==> config.mk <==
export PLATFORM = sky130hd
export DESIGN_NAME = rcts_sequencer
export DESIGN_NICKNAME = d
export VERILOG_FILES = /design/src/rcts_pin_sync.sv /design/src/rcts_sequencer.sv
export SDC_FILE = /design/constraint.sdc
export NUM_CORES = 1
export LEC_CHECK = 0
export BUFFER_PORTS_ARGS = -buffer_cell sky130_fd_sc_hd__buf_2
export CORE_ASPECT_RATIO = 0.5
export CORE_MARGIN = 8
export CORE_UTILIZATION = 30
export CTS_BUF_LIST = sky130_fd_sc_hd__clkbuf_4
export DETAILED_ROUTE_END_ITERATION = 7
export PLACE_DENSITY = 0.44
export RECOVER_POWER = 50
export SETUP_SLACK_MARGIN = 0.4
export SYNTH_ARGS = -nofsm -noshare
export SYNTH_HDL_FRONTEND = slang
export SYNTH_HIERARCHICAL = 1
export SYNTH_SLANG_ARGS = --single-unit
==> constraint.sdc <==
create_clock -name CLOCK_IN -period 6.3 [get_ports CLOCK_IN]
set_clock_uncertainty 0.15 [all_clocks]
set_input_delay 0 -clock CLOCK_IN [delete_from_list [all_inputs] [get_ports CLOCK_IN]]
set_output_delay 0 -clock CLOCK_IN [all_outputs]
set_load 0.02 [all_outputs]
==> src/rcts_pin_sync.sv <==
// Sequencer constants and the comparator pin synchroniser
`timescale 1ns/1ps

package rcts_pkg;
  // ----------------------------------------------------------------
  // Timing
  // ----------------------------------------------------------------
  localparam int          CLK_MHZ        = 40;
  localparam int          CHARGE_US      = 32;
  localparam int          CHARGE_CYC     = CHARGE_US * CLK_MHZ;
  localparam int          SHORT_US       = 8;
  localparam int          OPEN_GRACE_US  = 2;
  localparam int          OPEN_GRACE_CYC = OPEN_GRACE_US * CLK_MHZ;
  localparam int          PORT_UNIT_US   = 128;
  // ----------------------------------------------------------------
  // Field widths, result codes, fraction step and range thresholds
  // ----------------------------------------------------------------
  localparam int          PRE_W          = 3;
  localparam int          PCYC_W         = 2;
  localparam int          SUB_W          = 6;
  localparam int          RES_W          = 16;
  localparam logic [15:0] RES_SHORT      = 16'h0000;
  localparam logic [15:0] RES_OPEN       = 16'hFFFF;
  localparam logic [15:0] FRAC_STEP      = 16'h0666;
  localparam logic [5:0]  SUB_LAST       = 6'h27;
  localparam logic [15:0] RANGE_T1       = 16'h0010;
  localparam logic [15:0] RANGE_T2       = 16'h0020;
  localparam logic [15:0] RANGE_T3       = 16'h0040;

  typedef enum logic [2:0] {ST_IDLE, ST_CHARGE, ST_DISCHARGE, ST_SETTLE, ST_STORE} rcts_state_t;
  typedef enum logic [1:0] {K_DUMMY, K_EVAL, K_REAL} rcts_kind_t;
endpackage

module rcts_pin_sync
(
  input  wire logic CLOCK_IN,
  input  wire logic RST_IN,
  input  wire logic pin_in,
  output logic      level_out
);
  logic s1_r;
  logic s2_r;
  logic s3_r;
  logic level_r;
  logic level_nxt;

  // A change counts only once stages two and three agree
  always_comb
  begin
    level_nxt = (s2_r == s3_r) ? s3_r : level_r;
  end

  always_ff @(posedge CLOCK_IN)
  begin
    if (RST_IN)
    begin
      s1_r    <= 1'b0;
      s2_r    <= 1'b0;
      s3_r    <= 1'b0;
      level_r <= 1'b0;
    end
    else
    begin
      s1_r    <= pin_in;
      s2_r    <= s1_r;
      s3_r    <= s2_r;
      level_r <= level_nxt;
    end
  end

  assign level_out = level_r;
endmodule

==> src/rcts_sequencer.sv <==
// RC temperature port sequencer: dummy, evaluate and real port cycles
// ----------------------------------------------------------------
// Functional notes
// - Time RC discharge on sensor ports; charge capacitor via own driver before each.
// - Run zero to seven dummy preamble cycles, count from three-bit field.
// - Dummy cycles discharge through internal emulation resistor, not thermistor.
// - Insert coarse evaluate before each real measurement; it sets converter range.
// - Start-to-start interval between port measurements chosen by two-bit field.
// - At end store results, set done flag, assert active-low interrupt if enabled.
// - Measured time under 8 us means shorted probe; result is 0000h.
// - No discharge within 2 us past interval: open probe, FFFFh, flag, interrupt.
// - Any other failure writes FFFFh to every port result.
// ----------------------------------------------------------------
`timescale 1ns/1ps

module rcts_sequencer
#(
  parameter int PORT_UNIT_US = rcts_pkg::PORT_UNIT_US,
  parameter int CHARGE_US    = rcts_pkg::CHARGE_US,
  parameter int CNT_W        = 16
)
(
  input  wire logic        CLOCK_IN,
  input  wire logic        RST_IN,
  input  wire logic        START_IN,
  input  wire logic [2:0]  PREAMBLE_CYCLE_COUNT_IN,
  input  wire logic [1:0]  PORT_CYCLE_INTERVAL_IN,
  input  wire logic        INT_ENABLE_IN,
  input  wire logic        CLEAR_FLAGS_IN,
  input  wire logic        FAULT_IN,
  input  wire logic        CMP_ABOVE_IN,
  output logic             CAP_CHARGE_PIN_OUT,
  output logic             EMUL_SEL_OUT,
  output logic             SENSOR_PORT_A_SEL_OUT,
  output logic             SENSOR_PORT_B_SEL_OUT,
  output logic             COARSE_EVALUATE_CYCLE_OUT,
  output logic [1:0]       CONV_RANGE_OUT,
  output logic             BUSY_OUT,
  output logic [15:0]      PORT_A_TIME_INTEGER_RESULT_OUT,
  output logic [15:0]      PORT_A_TIME_FRACTION_RESULT_OUT,
  output logic [15:0]      PORT_B_TIME_INTEGER_RESULT_OUT,
  output logic [15:0]      PORT_B_TIME_FRACTION_RESULT_OUT,
  output logic             TEMP_DONE_FLAG_OUT,
  output logic             PROBE_OPEN_FLAG_OUT,
  output logic             INT_N_OUT
);
  // ----------------------------------------------------------------
  // State
  // ----------------------------------------------------------------
  rcts_pkg::rcts_state_t state_r, state_nxt;
  rcts_pkg::rcts_kind_t  kind_r, kind_nxt;
  logic                  port_r, port_nxt;
  logic [2:0]            dummy_r, dummy_nxt;
  logic [1:0]            pcyc_r, pcyc_nxt;
  logic [CNT_W-1:0]      slot_r, slot_nxt;
  logic [15:0]           us_r, us_nxt;
  logic [5:0]            sub_r, sub_nxt;
  logic [1:0]            range_r, range_nxt;
  logic [15:0]           tint_r [2];
  logic [15:0]           tint_nxt [2];
  logic [15:0]           tfrac_r [2];
  logic [15:0]           tfrac_nxt [2];
  logic [15:0]           oint_r [2];
  logic [15:0]           oint_nxt [2];
  logic [15:0]           ofrac_r [2];
  logic [15:0]           ofrac_nxt [2];
  logic                  done_r, done_nxt;
  logic                  open_r, open_nxt;
  logic                  intn_r, intn_nxt;
  logic                  drv_r, drv_nxt;
  logic                  emul_r, emul_nxt;
  logic                  pa_r, pa_nxt;
  logic                  pb_r, pb_nxt;
  logic                  eval_r, eval_nxt;
  logic                  busy_r, busy_nxt;
  logic                  cmp_above;
  logic                  set_open;

  // Charge time follows the timing capacitor in use; it must fit inside the shortest slot
  localparam int CHARGE_CYC = CHARGE_US * rcts_pkg::CLK_MHZ;

  rcts_pin_sync u_cmp_sync
  (
    .CLOCK_IN  (CLOCK_IN),
    .RST_IN    (RST_IN),
    .pin_in    (CMP_ABOVE_IN),
    .level_out (cmp_above)
  );

  // ----------------------------------------------------------------
  // Helpers
  // ----------------------------------------------------------------
  function automatic logic [CNT_W-1:0] interval_cyc(input logic [1:0] sel);
    interval_cyc = CNT_W'((int'(sel) + 1) * PORT_UNIT_US * rcts_pkg::CLK_MHZ);
  endfunction

  // Coarse time picks the converter range for the real cycle
  function automatic logic [1:0] coarse_range(input logic [15:0] us);
    if (us >= rcts_pkg::RANGE_T3)
      coarse_range = 2'h3;
    else if (us >= rcts_pkg::RANGE_T2)
      coarse_range = 2'h2;
    else if (us >= rcts_pkg::RANGE_T1)
      coarse_range = 2'h1;
    else
      coarse_range = 2'h0;
  endfunction

  // ----------------------------------------------------------------
  // Sequencer next state
  // ----------------------------------------------------------------
  always_comb
  begin
    state_nxt = state_r;
    kind_nxt  = kind_r;
    port_nxt  = port_r;
    dummy_nxt = dummy_r;
    pcyc_nxt  = pcyc_r;
    slot_nxt  = slot_r;
    us_nxt    = us_r;
    sub_nxt   = sub_r;
    range_nxt = range_r;
    tint_nxt  = tint_r;
    tfrac_nxt = tfrac_r;
    oint_nxt  = oint_r;
    ofrac_nxt = ofrac_r;
    set_open  = 1'b0;
    done_nxt  = done_r;
    unique case (state_r)
      rcts_pkg::ST_IDLE:
      begin
        if (START_IN)
        begin
          // Field values are latched so a mid-run change has no effect
          pcyc_nxt  = PORT_CYCLE_INTERVAL_IN;
          dummy_nxt = PREAMBLE_CYCLE_COUNT_IN;
          port_nxt  = 1'b0;
          slot_nxt  = '0;
          kind_nxt  = (PREAMBLE_CYCLE_COUNT_IN != 3'h0) ? rcts_pkg::K_DUMMY
                                                       : rcts_pkg::K_EVAL;
          state_nxt = rcts_pkg::ST_CHARGE;
        end
      end
      rcts_pkg::ST_CHARGE:
      begin
        slot_nxt = slot_r + 1'b1;
        if (slot_r == CNT_W'(CHARGE_CYC - 1))
        begin
          us_nxt    = '0;
          sub_nxt   = '0;
          state_nxt = rcts_pkg::ST_DISCHARGE;
        end
      end
      rcts_pkg::ST_DISCHARGE:
      begin
        slot_nxt = slot_r + 1'b1;
        sub_nxt  = (sub_r == rcts_pkg::SUB_LAST) ? 6'h00 : sub_r + 1'b1;
        us_nxt   = (sub_r == rcts_pkg::SUB_LAST) ? us_r + 1'b1 : us_r;
        if (!cmp_above)
        begin
          state_nxt = rcts_pkg::ST_SETTLE;
          if (kind_r == rcts_pkg::K_EVAL)
            range_nxt = coarse_range(us_r);
          else if (kind_r == rcts_pkg::K_REAL)
          begin
            if (us_r < 16'(rcts_pkg::SHORT_US))
            begin
              tint_nxt[port_r]  = rcts_pkg::RES_SHORT;
              tfrac_nxt[port_r] = rcts_pkg::RES_SHORT;
            end
            else
            begin
              tint_nxt[port_r]  = us_r;
              tfrac_nxt[port_r] = 16'(sub_r * rcts_pkg::FRAC_STEP);
            end
          end
        end
        else if (slot_r >= interval_cyc(pcyc_r) + CNT_W'(rcts_pkg::OPEN_GRACE_CYC))
        begin
          state_nxt = rcts_pkg::ST_SETTLE;
          if (kind_r == rcts_pkg::K_DUMMY)
          begin
            // A stuck internal path is not a probe fault: whole run is void
            tint_nxt  = '{rcts_pkg::RES_OPEN, rcts_pkg::RES_OPEN};
            tfrac_nxt = '{rcts_pkg::RES_OPEN, rcts_pkg::RES_OPEN};
            state_nxt = rcts_pkg::ST_STORE;
          end
          else
          begin
            set_open          = 1'b1;
            tint_nxt[port_r]  = rcts_pkg::RES_OPEN;
            tfrac_nxt[port_r] = rcts_pkg::RES_OPEN;
            kind_nxt          = rcts_pkg::K_REAL; // skip the real cycle of this port
          end
        end
      end
      rcts_pkg::ST_SETTLE:
      begin
        slot_nxt = slot_r + 1'b1;
        if (slot_r >= interval_cyc(pcyc_r) - 1'b1)
        begin
          slot_nxt  = '0;
          state_nxt = rcts_pkg::ST_CHARGE;
          unique case (kind_r)
            rcts_pkg::K_DUMMY:
            begin
              dummy_nxt = dummy_r - 1'b1;
              if (dummy_r == 3'h1)
                kind_nxt = rcts_pkg::K_EVAL;
            end
            rcts_pkg::K_EVAL:
              kind_nxt = rcts_pkg::K_REAL;
            default:
            begin
              if (port_r)
                state_nxt = rcts_pkg::ST_STORE;
              else
              begin
                port_nxt = 1'b1;
                kind_nxt = rcts_pkg::K_EVAL;
              end
            end
          endcase
        end
      end
      rcts_pkg::ST_STORE:
      begin
        oint_nxt  = tint_r;
        ofrac_nxt = tfrac_r;
        done_nxt  = 1'b1;
        state_nxt = rcts_pkg::ST_IDLE;
      end
      default:
        state_nxt = rcts_pkg::ST_IDLE;
    endcase
    if (FAULT_IN && state_r != rcts_pkg::ST_IDLE && state_r != rcts_pkg::ST_STORE)
    begin
      tint_nxt  = '{rcts_pkg::RES_OPEN, rcts_pkg::RES_OPEN};
      tfrac_nxt = '{rcts_pkg::RES_OPEN, rcts_pkg::RES_OPEN};
      set_open  = 1'b0;
      state_nxt = rcts_pkg::ST_STORE;
    end
    // Set wins over a clear in the same cycle
    if (CLEAR_FLAGS_IN && state_r != rcts_pkg::ST_STORE)
      done_nxt = 1'b0;
    open_nxt  = set_open | (open_r & ~CLEAR_FLAGS_IN);
    intn_nxt  = ~(INT_ENABLE_IN & (done_nxt | open_nxt));
    drv_nxt   = (state_nxt == rcts_pkg::ST_CHARGE);
    emul_nxt  = (state_nxt == rcts_pkg::ST_DISCHARGE) && (kind_nxt == rcts_pkg::K_DUMMY);
    pa_nxt    = (state_nxt == rcts_pkg::ST_DISCHARGE) && (kind_nxt != rcts_pkg::K_DUMMY)
                && !port_nxt;
    pb_nxt    = (state_nxt == rcts_pkg::ST_DISCHARGE) && (kind_nxt != rcts_pkg::K_DUMMY)
                && port_nxt;
    eval_nxt  = (state_nxt != rcts_pkg::ST_IDLE) && (kind_nxt == rcts_pkg::K_EVAL);
    busy_nxt  = (state_nxt != rcts_pkg::ST_IDLE);
  end

  always_ff @(posedge CLOCK_IN)
  begin
    if (RST_IN)
    begin
      state_r <= rcts_pkg::ST_IDLE;
      kind_r  <= rcts_pkg::K_DUMMY;
      port_r  <= 1'b0;
      dummy_r <= 3'h0;
      pcyc_r  <= 2'h0;
      slot_r  <= '0;
      us_r    <= 16'h0000;
      sub_r   <= 6'h00;
      range_r <= 2'h0;
      tint_r  <= '{16'h0000, 16'h0000};
      tfrac_r <= '{16'h0000, 16'h0000};
      oint_r  <= '{16'h0000, 16'h0000};
      ofrac_r <= '{16'h0000, 16'h0000};
      done_r  <= 1'b0;
      open_r  <= 1'b0;
      intn_r  <= 1'b1;
      drv_r   <= 1'b0;
      emul_r  <= 1'b0;
      pa_r    <= 1'b0;
      pb_r    <= 1'b0;
      eval_r  <= 1'b0;
      busy_r  <= 1'b0;
    end
    else
    begin
      state_r <= state_nxt;
      kind_r  <= kind_nxt;
      port_r  <= port_nxt;
      dummy_r <= dummy_nxt;
      pcyc_r  <= pcyc_nxt;
      slot_r  <= slot_nxt;
      us_r    <= us_nxt;
      sub_r   <= sub_nxt;
      range_r <= range_nxt;
      tint_r  <= tint_nxt;
      tfrac_r <= tfrac_nxt;
      oint_r  <= oint_nxt;
      ofrac_r <= ofrac_nxt;
      done_r  <= done_nxt;
      open_r  <= open_nxt;
      intn_r  <= intn_nxt;
      drv_r   <= drv_nxt;
      emul_r  <= emul_nxt;
      pa_r    <= pa_nxt;
      pb_r    <= pb_nxt;
      eval_r  <= eval_nxt;
      busy_r  <= busy_nxt;
    end
  end

  assign CAP_CHARGE_PIN_OUT              = drv_r;
  assign EMUL_SEL_OUT                    = emul_r;
  assign SENSOR_PORT_A_SEL_OUT           = pa_r;
  assign SENSOR_PORT_B_SEL_OUT           = pb_r;
  assign COARSE_EVALUATE_CYCLE_OUT       = eval_r;
  assign CONV_RANGE_OUT                  = range_r;
  assign BUSY_OUT                        = busy_r;
  assign PORT_A_TIME_INTEGER_RESULT_OUT  = oint_r[0];
  assign PORT_A_TIME_FRACTION_RESULT_OUT = ofrac_r[0];
  assign PORT_B_TIME_INTEGER_RESULT_OUT  = oint_r[1];
  assign PORT_B_TIME_FRACTION_RESULT_OUT = ofrac_r[1];
  assign TEMP_DONE_FLAG_OUT              = done_r;
  assign PROBE_OPEN_FLAG_OUT             = open_r;
  assign INT_N_OUT                       = intn_r;
endmodule

==> summary.md, run 1 <==
| Metric | Value |
|---|---|
| Status | `complete, but fails checks` |
| Failing checks | `capacitance limit, slew limit` |
| Routed vias/inst | `5.10` |
| CP peak stage delay | `2.14 ns` |
| Mux share of post-synthesis cell area | `0.00215` |
| Die Area | `37200 µm²` |
| Post-Synth XOR/XNOR Area | `0.0302` |
| First drt pass iteration count | `5` |
| Synthesis-stage register bit count | `192` |
| Largest delay share family, worst path | `buffers and inverters` |
| Startpoint Class | `flop` |
| Most frequent cells in the layout | `nand2_1, dfxtp_1, a21oi_1, nor2_1, clkbuf_1` |
| Worst setup EP type | `flop` |
| Worst Setup SP | `state_r[1]` |
| HPWL after DPL | `20.0 mm` |
| Commonest non-fill, non-tap cell in the layout | `nand2_1` |
| TritonCTS Buffers | `17` |
| Worst r2r dst | `PORT_B_TIME_INTEGER_RESULT_OUT[3]` |
| Number of global-route vias before repair | `7942` |
| Critical path required time | `6.70 ns` |
| Core area | `30400 µm²` |
| Worst Setup Slack post-DPL | `2.41 ns` |
| Fin crit share | `0.691` |
| CTS tree | `built` |
| Post-DP Area | `9960 µm²` |
| CTS Buffer Depth | `2` |
| Area fraction in compound gates after synthesis | `0.213` |
| Final wirelength | `28.1 mm` |
| Tmin final | `4.35 ns` |
| Area Growth Syn to Fin | `11.6%` |
| # fillers | `3312` |
| Slew Limit Fails | `135` |
| Max-cap violations | `2` |
| Worst-path clk slew | `0.18 ns` |
| RSZ-0062 raised after global routing | `false` |
| Ys flop type | `dfxtp_1` |
| Max_slew headroom | `-1.04` |
| TNS Setup | `0 ns` |
| Initial core utilization | `0.306` |
| Worst Path Buf+Inv | `1` |
| Rows | `45` |
| Setup slack after layout | `1.95 ns` |
| Critical Path Sink | `PORT_B_TIME_INTEGER_RESULT_OUT[3]` |
| Largest net degree at the start of global routing | `70` |
| Finish-stage setup viols | `0` |
| Initial antenna violation count | `2` |
| Die W | `265 µm` |
| Post-route ant nets | `0` |
| FMAX | `230 MHz` |
| Syn_area_per_cell | `8.12 µm²` |
| Clk sinks | `192` |
| R2r setup slk | `1.95 ns` |
| H-tree Lvls | `4` |
| Buffers on Ports | `86` |
| Remaining DRCs | `0` |
| Post-synthesis async set-or-reset flop share | `0` |
| Peak supply drop | `0.104 mV` |
| Final instance area | `10400 µm²` |
| Number of synthesized flops with an enable pin | `0` |
| Syn. warnings | `6` |
| Cell variety after synth | `72` |
| Largest family of logic cells by synthesized area | `simple AND/OR/NAND/NOR gates` |
| Iter 0 DRT Violations | `521` |
| Fraction of layout cells with a size suffix above 1 | `0.0645` |
| CP Max Fanout | `64` |
| First-pass GRT wire length | `45.3 mm` |
| Hold WS | `0.230 ns` |
| RR Startpoint | `state_r[1]` |
| Mapped Nets | `1203` |
| Total GRT Usage | `0.152` |
| Wirelength per Cell | `17.3 µm` |
| P per Cell Area | `204 nW/µm²` |
| CTS root buf | `clkbuf_4` |
| Post-CTS Setup Bufs | `0` |
| Final-report hold violation count | `0` |
| Slowest CP cell | `clkbuf_1` |
| Total leakage power | `3.74 nW` |
| Total gr overflow | `0` |
| Critical path depth | `5` |
| Vias | `8291` |
| Cells on worst reg2reg path | `5` |
| Synth Area in Adders | `0.0665` |
| Placer congestion estimate | `0.842` |
| Cells after Synth | `1144` |
| Later-pin clock latency in the skew report | `0.65 ns` |
| Post-synthesis simple-gate area fraction | `0.216` |
| Die Y | `140 µm` |
| Hold path cells | `3` |
| Crit path DAT | `4.76 ns` |
| Worst min-delay path class | `input pin to flop` |
| Actual slew at the worst max-slew pin | `3.06 ns` |
| Final core occ | `0.341` |
| Crit-path cells | `nor2_1, and2_2, clkbuf_1, nand2_1, a21oi_1` |
| Final nets | `1270` |
| Sequential share of the synthesized area | `0.414` |
| CP Class | `flop to flop` |
| Synthesized area | `9290 µm²` |
| Ports | `87` |
## registers in the layout, indices dropped and copies added, names as in the netlist, 6 cells and up
signal	flops
us_r	16
sub_r	6
PORT_B_TIME_INTEGER_RESULT_OUT	16
PORT_B_TIME_FRACTION_RESULT_OUT	16
PORT_A_TIME_INTEGER_RESULT_OUT	16
tint_r	32
slot_r	16
tfrac_r	32
PORT_A_TIME_FRACTION_RESULT_OUT	16
## final cells by class
cell class	count	area (µm²)	share of cell area
flip-flops and latches	192	3840	0.371
well taps	399	499	0.0481
diodes	3	7.51	0.000724
multi-input cells	836	4900	0.473
clock buffers	18	135	0.0130
clock inverters	14	125	0.0121
inverters	38	156	0.0151
repair buffers	126	699	0.0674
## through the flow
stage | std cells | power (W)
6_report | 1626 | 0.00211
5_1_grt | 1626 | 0.00223
4_1_cts | 1623 | 0.00215
3_5_place_dp | 1564 | 0.00146
3_3_place_gp | 1564 | 0.00146
2_1_floorplan | 1144 | 0.00141
## cells in the mapped netlist (8+ instances only)
master / number / area share
a211oi_1: 14 / 0.011
a21o_1: 9 / 0.0073
a21oi_1: 140 / 0.075
a22oi_1: 28 / 0.023
and2_1: 14 / 0.0094
buf_2: 11 / 0.0059
clkbuf_1: 49 / 0.020
dfxtp_1: 192 / 0.41
ha_1: 43 / 0.058
inv_1: 37 / 0.015
nand2_1: 207 / 0.084
nand2b_1: 9 / 0.0061
nand3_1: 23 / 0.012
nand4_1: 9 / 0.0061
nor2_1: 98 / 0.040
nor3_1: 15 / 0.0081
nor4_1: 8 / 0.0054
o21ai_0: 38 / 0.020
o21ai_1: 22 / 0.012
o31ai_1: 17 / 0.014
or3_1: 10 / 0.0067
xnor2_1: 14 / 0.013
xor2_1: 18 / 0.017
## metal layers
layer	vias up	track usage	share of wire
met5	-	0	0
met4	0	0.0346	0.011
met3	22	0.0377	0.052
met2	144	0.221	0.42
met1	4005	0.222	0.52
li1	4120	-	-
## report_power, final
part           switching [W]  total, W  internal, W  leakage (nW)
clock network       0.000490  0.000666     0.000177         0.143
registers          0.0000239   0.00127      0.00125          1.55
logic               0.000113  0.000178    0.0000647          2.04
## worst register-to-register path, stage by stage, from the launching register on
cell and delay, ns:
dfxtp_1 0.44, nor2_1 0.38, and2_2 0.21, clkbuf_1 2.14
nand2_1 0.70, a21oi_1 0.27
## kinds of logic after synthesis
logic type	Yosys count
mux	2
compound gates	318
flops	192
xor+xnor	32
simple gates	437
fa+ha+maj	47
buf+inv	116
## worst min path at each step
stage / from / end / slack, ns
finish: RST_IN / tfrac_r[1] / 0.23
global route: RST_IN / tfrac_r[6] / 0.19
CTS: RST_IN / tfrac_r[1] / 0.17
detailed placement: INT_ENABLE_IN / INT_N_OUT / 0.05
global placement: INT_ENABLE_IN / INT_N_OUT / 0.05
floorplan: RST_IN / u_cmp_sync/level_out / -0.08
## timing repair
| item | CTS | global route |
|---|---|---|
| endpoints found under the hold margin | 66 | 0 |
| hold buffers | 27 | 0 |
| resized for setup | 0 | 0 |
(Power assumes the default switching activity.)
==> inputs of run 2 (changes only) <==
==> constraint.sdc (replaced) <==
create_clock -name CLOCK_IN -period 4.4 [get_ports CLOCK_IN]
set_clock_uncertainty 0.15 [all_clocks]
set_input_delay 0 -clock CLOCK_IN [delete_from_list [all_inputs] [get_ports CLOCK_IN]]
set_output_delay 0 -clock CLOCK_IN [all_outputs]
set_load 0.02 [all_outputs]
==> summary.md, run 2 (synthesis gave the netlist of run 1 again) <==
| Metric | Value |
|---|---|
| Buffers on Ports | `86 (unchanged)` |
| Placer congestion estimate | `0.814 (was 0.842)` |
| Rows | `45 (unchanged)` |
| Max-cap violations | `2 (unchanged)` |
| TritonCTS Buffers | `17 (unchanged)` |
| CTS tree | `built (unchanged)` |
| Initial core utilization | `0.306 (unchanged)` |
| TNS Setup | `0 ns (unchanged)` |
| Number of global-route vias before repair | `7912 (was 7942)` |
| RSZ-0062 raised after global routing | `false (unchanged)` |
| Final-report hold violation count | `0 (unchanged)` |
| First drt pass iteration count | `5 (unchanged)` |
| Biggest regs | `tfrac_r x32, tint_r x32 (unchanged)` |
| Clock power share | `0.320 (was 0.315)` |
| CTS root buf | `clkbuf_4 (unchanged)` |
| CTS Buffer Depth | `2 (unchanged)` |
| Final core occ | `0.342 (was 0.341)` |
| Ports | `87 (unchanged)` |
| Final nets | `1272 (was 1270)` |
| Startpoint Class | `input pin (was flop)` |
| Die Area | `37200 µm² (unchanged)` |
| Critical path required time | `4.88 ns (was 6.70 ns)` |
| Worst-path clk slew | `0.19 ns (was 0.18 ns)` |
| Actual slew at the worst max-slew pin | `3.14 ns (was 3.06 ns)` |
| Int Pwr | `0.00214 W (was 0.00149 W)` |
| Switching fraction of total power | `0.298 (was 0.296)` |
| R2r setup slk | `0.68 ns (was 1.95 ns)` |
| Total gr overflow | `0 (unchanged)` |
| Hold Path Origin | `tfrac_r[10] (was RST_IN)` |
| WL met1 | `14.3 mm (was 14.7 mm)` |
| First-pass GRT wire length | `43.9 mm (was 45.3 mm)` |
| Failing checks | `capacitance limit, slew limit (unchanged)` |
| Most frequent cells in the layout | `nand2_1, dfxtp_1, a21oi_1, nor2_1, clkbuf_1 (unchanged)` |
| # fillers | `3312 (unchanged)` |
| Die W | `265 µm (unchanged)` |
| Met3 WL | `1.07 mm (was 1.45 mm)` |
| Crit path DAT | `4.35 ns (was 4.76 ns)` |
| Status | `complete, but fails checks (unchanged)` |
| Top layer used by detailed routing | `met4 (unchanged)` |
| Largest net degree at the start of global routing | `72 (was 70)` |
| Fraction of layout cells with a size suffix above 1 | `0.0685 (was 0.0645)` |
| CP Max Fanout | `71 (was 64)` |
| Fin crit share | `0.879` |
| WHS Endpoint | `PORT_B_TIME_FRACTION_RESULT_OUT[10] (was tfrac_r[1])` |
| Post-CTS Setup Bufs | `0 (unchanged)` |
| Vias | `8181 (was 8291)` |
| Slew Limit Fails | `103 (was 135)` |
| FMAX | `259 MHz` |
| Later-pin clock latency in the skew report | `0.67 ns (was 0.65 ns)` |
| Wirelength per Cell | `16.8 µm (was 17.3 µm)` |
| Total GRT Usage | `0.146 (was 0.152)` |
| Iter 0 DRT Violations | `561 (was 521)` |
| Combinational power share | `0.083 (was 0.084)` |
| Overall power | `0.00305 W (was 0.00211 W)` |
| Reg power frac | `0.597 (was 0.601)` |
| Commonest non-fill, non-tap cell in the layout | `nand2_1 (unchanged)` |
| Routed vias/inst | `5.03 (was 5.10)` |
| Clk sinks | `192 (unchanged)` |
| H-tree Lvls | `4 (unchanged)` |
| RR Startpoint | `pcyc_r[0] (was state_r[1])` |
| Worst setup EP type | `flop (unchanged)` |
| Hold path cells | `2 (was 3)` |
| Post-route ant nets | `0 (unchanged)` |
| Switching power | `0.000910 W (was 0.000626 W)` |
| CP Class | `input pin to flop (was flop to flop)` |
| HPWL after DPL | `19.9 mm (was 20.0 mm)` |
| Die Y | `140 µm (unchanged)` |
| Initial antenna violation count | `1 (was 2)` |
| Peak supply drop | `0.136 mV (was 0.104 mV)` |
| Worst r2r dst | `INT_N_OUT (was PORT_B_TIME_INTEGER_RESULT_OUT[3])` |
| Worst min-delay path class | `flop to flop (was input pin to flop)` |
| P per Cell Area | `293 nW/µm² (was 204 nW/µm²)` |
| Area Growth Syn to Fin | `11.8% (was 11.6%)` |
| Remaining DRCs | `0 (unchanged)` |
| Tmin final | `3.87 ns` |
| Core area | `30400 µm² (unchanged)` |
| Met2 wirelength from detailed routing | `11.6 mm (was 11.7 mm)` |
| Finish-stage setup viols | `0 (unchanged)` |
| Max_slew headroom | `-1.09 (was -1.04)` |
| Cells on worst reg2reg path | `12 (was 5)` |
| Final wirelength | `27.2 mm (was 28.1 mm)` |
| Total leakage power | `3.76 nW (was 3.74 nW)` |
[run 2: power groups by stage]
stage          clock [W]  sequential [W]  combinational (W)
6_report        0.000977         0.00182           0.000253
5_1_grt          0.00110         0.00183           0.000284
4_1_cts          0.00103         0.00182           0.000258
3_5_place_dp           0         0.00186           0.000237
3_3_place_gp           0         0.00186           0.000234
2_1_floorplan          0         0.00185           0.000167
[run 2: how the worst max path moves through the flow]
stage | slack, ns | endpoint | startpoint
global route | 0.25 | INT_N_OUT | RST_IN
global placement | 0.88 | tfrac_r[13] | sub_r[4]
detailed placement | 0.80 | tint_r[16] | pcyc_r[0]
CTS | 0.78 | tint_r[16] | pcyc_r[0]
finish | 0.53 | INT_N_OUT | RST_IN
floorplan | 1.05 | tfrac_r[30] | sub_r[4]
[run 2: final cells by class]
cell class / instances / area (µm²) / share of cell area
clock buffer: 18 / 135 / 0.0130
inverter: 38 / 156 / 0.0150
multi-input combinational: 836 / 4900 / 0.472
sequential: 192 / 3840 / 0.370
clock inverter: 14 / 144 / 0.0138
antenna: 1 / 2.50 / 0.000241
tap: 399 / 499 / 0.0480
timing repair buffer: 128 / 709 / 0.0683
[run 2: per-layer routing]
metal | up-vias | GRT usage
li1 | 4112 | -
met1 | 3936 | 0.209
met3 | 14 | 0.0339
met4 | 0 | 0.0332
met5 | - | 0
met2 | 119 | 0.219
[run 2: worst max-delay path: stages]
cell,delay [ns]
dlygate4sd3_1,0.52
clkbuf_2,0.69
clkbuf_1,2.27
nand3b_1,0.28
dlygate4sd3_1,0.56
[run 2: metrics by stage]
step | instance area, µm² | worst slack (ns) | instances | hold WS, ns
finish | 10400 | 0.532 | 1626 | 0.306
global route | 10400 | 0.248 | 1626 | 0.318
CTS | 10500 | 0.779 | 1625 | 0.113
detailed placement | 9980 | 0.803 | 1567 | 0.0496
global placement | 9980 | 0.885 | 1567 | 0.0483
floorplan | 9290 | 1.05 | 1144 | -0.0809
[run 2: repair_timing]
item	CTS	global route
hold buffers	26	0
setup endpoints to repair	0	0
hold endpoints to repair	100	0
resized for setup	0	0
==> inputs of run 3 (changes only) <==
--- a/config.mk
+++ b/config.mk
@@ -11,7 +11,7 @@
 export CORE_UTILIZATION = 30
 export CTS_BUF_LIST = sky130_fd_sc_hd__clkbuf_4
 export DETAILED_ROUTE_END_ITERATION = 7
-export PLACE_DENSITY = 0.44
+export PLACE_DENSITY = 0.46
 export RECOVER_POWER = 50
 export SETUP_SLACK_MARGIN = 0.4
 export SYNTH_ARGS = -nofsm -noshare
==> constraint.sdc (replaced) <==
create_clock -name CLOCK_IN -period 3.1 [get_ports CLOCK_IN]
set_clock_uncertainty 0.15 [all_clocks]
set_input_delay 0 -clock CLOCK_IN [delete_from_list [all_inputs] [get_ports CLOCK_IN]]
set_output_delay 0 -clock CLOCK_IN [all_outputs]
set_load 0.02 [all_outputs]
==> summary.md, run 3 (synthesis gave the netlist of run 1 again) <==
| Metric | Value |
|---|---|
| Status | `complete, but fails checks (unchanged)` |
| Failing checks | `setup timing (was capacitance limit, slew limit)` |
| CTS tree | `built (unchanged)` |
| P per Cell Area | `351 nW/µm² (was 293 nW/µm²)` |
| First drt pass iteration count | `5 (unchanged)` |
| Buffers on Ports | `86 (unchanged)` |
| Setup slack after layout | `-0.152 ns (was 0.532 ns)` |
| TNS Setup | `-0.566 ns (was 0 ns)` |
| Worst-path clk slew | `0.16 ns (was 0.19 ns)` |
| Vias | `8827 (was 8181)` |
| Slew Limit Fails | `0 (was 103)` |
| H-tree Lvls | `4 (unchanged)` |
| Wirelength per Cell | `17.6 µm (was 16.8 µm)` |
| Biggest regs | `tfrac_r x32, tint_r x32 (unchanged)` |
| Initial antenna violation count | `1 (unchanged)` |
| Hold WS | `0.139 ns (was 0.306 ns)` |
| Remaining DRCs | `0 (unchanged)` |
| Worst min-delay path class | `input pin to flop (was flop to flop)` |
| Switching fraction of total power | `0.297 (was 0.298)` |
| Clk sinks | `192 (unchanged)` |
| Ports | `87 (unchanged)` |
| Startpoint Class | `flop (was input pin)` |
| Most frequent cells in the layout | `nand2_1, dfxtp_1, a21oi_1, nor2_1, buf_4 (was nand2_1, dfxtp_1, a21oi_1, nor2_1, clkbuf_1)` |
| Critical path required time | `3.52 ns (was 4.88 ns)` |
| Later-pin clock latency in the skew report | `0.66 ns (was 0.67 ns)` |
| Placer congestion estimate | `0.842 (was 0.814)` |
| Max_slew headroom | `0.282 (was -1.09)` |
| Die Area | `37200 µm² (unchanged)` |
| Die Y | `140 µm (unchanged)` |
| R2r setup slk | `-0.15 ns (was 0.68 ns)` |
| TritonCTS Buffers | `17 (unchanged)` |
| Actual slew at the worst max-slew pin | `1.07 ns (was 3.14 ns)` |
| Die W | `265 µm (unchanged)` |
| Hold Path Origin | `PREAMBLE_CYCLE_COUNT_IN[1] (was tfrac_r[10])` |
| FMAX | `308 MHz` |
| Switching power | `0.00131 W (was 0.000910 W)` |
| RSZ-0062 raised after global routing | `true (was false)` |
| Worst setup EP type | `flop (unchanged)` |
| RR Startpoint | `sub_r[4] (was pcyc_r[0])` |
| Worst r2r dst | `tfrac_r[29] (was INT_N_OUT)` |
| Largest net degree at the start of global routing | `85 (was 72)` |
| Initial core utilization | `0.306 (unchanged)` |
| Reg power frac | `0.584 (was 0.597)` |
| Total gr overflow | `0 (unchanged)` |
| CP Max Fanout | `3 (was 71)` |
| CP Class | `flop to flop (was input pin to flop)` |
| Iter 0 DRT Violations | `660 (was 561)` |
| Fraction of layout cells with a size suffix above 1 | `0.265 (was 0.0685)` |
| Final-report hold violation count | `0 (unchanged)` |
| Post-route ant nets | `0 (unchanged)` |
| WHS Endpoint | `dummy_r[1] (was PORT_B_TIME_FRACTION_RESULT_OUT[10])` |
| HPWL after DPL | `20.3 mm (was 19.9 mm)` |
| Final nets | `1369 (was 1272)` |
| Total GRT Usage | `0.160 (was 0.146)` |
| Cells on worst reg2reg path | `13 (was 12)` |
| Final wirelength | `30.3 mm (was 27.2 mm)` |
| Routed vias/inst | `5.12 (was 5.03)` |
| Commonest non-fill, non-tap cell in the layout | `nand2_1 (unchanged)` |
| Total leakage power | `4.56 nW (was 3.76 nW)` |
| Area Growth Syn to Fin | `35.6% (was 11.8%)` |
| Fin crit share | `1.05` |
| Peak supply drop | `0.208 mV (was 0.136 mV)` |
| Number of global-route vias before repair | `8637 (was 7912)` |
| Combinational power share | `0.115 (was 0.083)` |
| Clock power share | `0.301 (was 0.320)` |
| Rows | `45 (unchanged)` |
| Finish-stage setup viols | `10 (was 0)` |
| Int Pwr | `0.00311 W (was 0.00214 W)` |
| First-pass GRT wire length | `47.7 mm (was 43.9 mm)` |
| Hold path cells | `6 (was 2)` |
| Core area | `30400 µm² (unchanged)` |
| CTS root buf | `clkbuf_4 (unchanged)` |
| Max-cap violations | `0 (was 2)` |
| CTS Buffer Depth | `2 (unchanged)` |
| Crit path DAT | `3.67 ns (was 4.35 ns)` |
| Tmin final | `3.25 ns` |
run 3: cell count changes in the layout (fill, tap and decap cells not counted), moves of 12 or more:
cell     before  now
buf_6         0   17
ha_4          0   14
a21oi_1     139  124
o31ai_1      17    1
a22oi_2       0   26
ha_1         43   27
o21ai_2       3   20
buf_4        14   77
a22oi_1      28    2
a21oi_2       1   14
o21ai_1      21    9
run 3: layout make-up:
cell class	count	area, µm²
flip-flops and latches	192	3860
clock inverters	14	124
clock buffers	18	135
inverters	38	159
multi-input cells	836	5960
repair buffers	225	1870
fillers	3054	17800
diodes	2	5.00
well taps	399	499
run 3: power by group through the flow:
stage,Combinational (W),Sequential [W],Clock (W)
final,0.000506,0.00258,0.00133
after global routing,0.000549,0.00259,0.00150
after CTS,0.000454,0.00258,0.00139
after detailed placement,0.000370,0.00263,0
after global placement,0.000361,0.00263,0
after floorplan,0.000247,0.00262,0
run 3: through the flow:
step                      power [W]  setup WS, ns  cells  utilization  area (µm²)
after CTS                   0.00442        -0.103   1709        0.403       12200
after global placement      0.00299       -0.0741   1620        0.350       10600
after global routing        0.00464        -0.230   1724        0.415       12600
after floorplan             0.00287        0.0242   1144            -        9550
after detailed placement    0.00300        -0.116   1620        0.350       10600
final                       0.00442        -0.152   1724        0.415       12600
run 3: what timing repair did:
| item | 4_1_cts | 5_1_grt |
|---|---|---|
| hold buffers | 21 | 0 |
| buffers inserted | 26 | 11 |
| pin swaps | 79 | 54 |
| cloned | 10 | 2 |
| endpoints found under the hold margin | 158 | 0 |
| gates resized for setup | 150 | 68 |
| endpoints found under the setup margin | 78 | 101 |
run 3: layer usage:
| layer | GRT usage | share of wire | vias to the layer above |
|---|---|---|---|
| met1 | 0.210 | 0.47 | 4325 |
| met2 | 0.258 | 0.47 | 166 |
| met5 | 0 | 0 | - |
| met4 | 0.0357 | 0.013 | 0 |
| li1 | - | - | 4310 |
| met3 | 0.0449 | 0.050 | 26 |
run 3: worst max path at each step:
stage,from,end,slack [ns]
global placement,sub_r[4],tfrac_r[15],-0.07
finish,sub_r[4],tfrac_r[29],-0.15
floorplan,sub_r[4],tfrac_r[30],0.02
detailed placement,sub_r[4],tfrac_r[15],-0.12
CTS,sub_r[4],tfrac_r[13],-0.10
global route,sub_r[4],tfrac_r[29],-0.23
run 3: critical path, stage by stage, from the launching register on:
cell      delay [ns]
dfxtp_2         0.38
inv_2           0.05
ha_4            0.25
inv_2           0.03
fa_2            0.33
fa_1            0.48
ha_4            0.18
or3_4           0.39
a31oi_4         0.17
nor2_1          0.09
xor2_1          0.26
buf_4           0.17
a211oi_2        0.05
o32ai_1         0.21
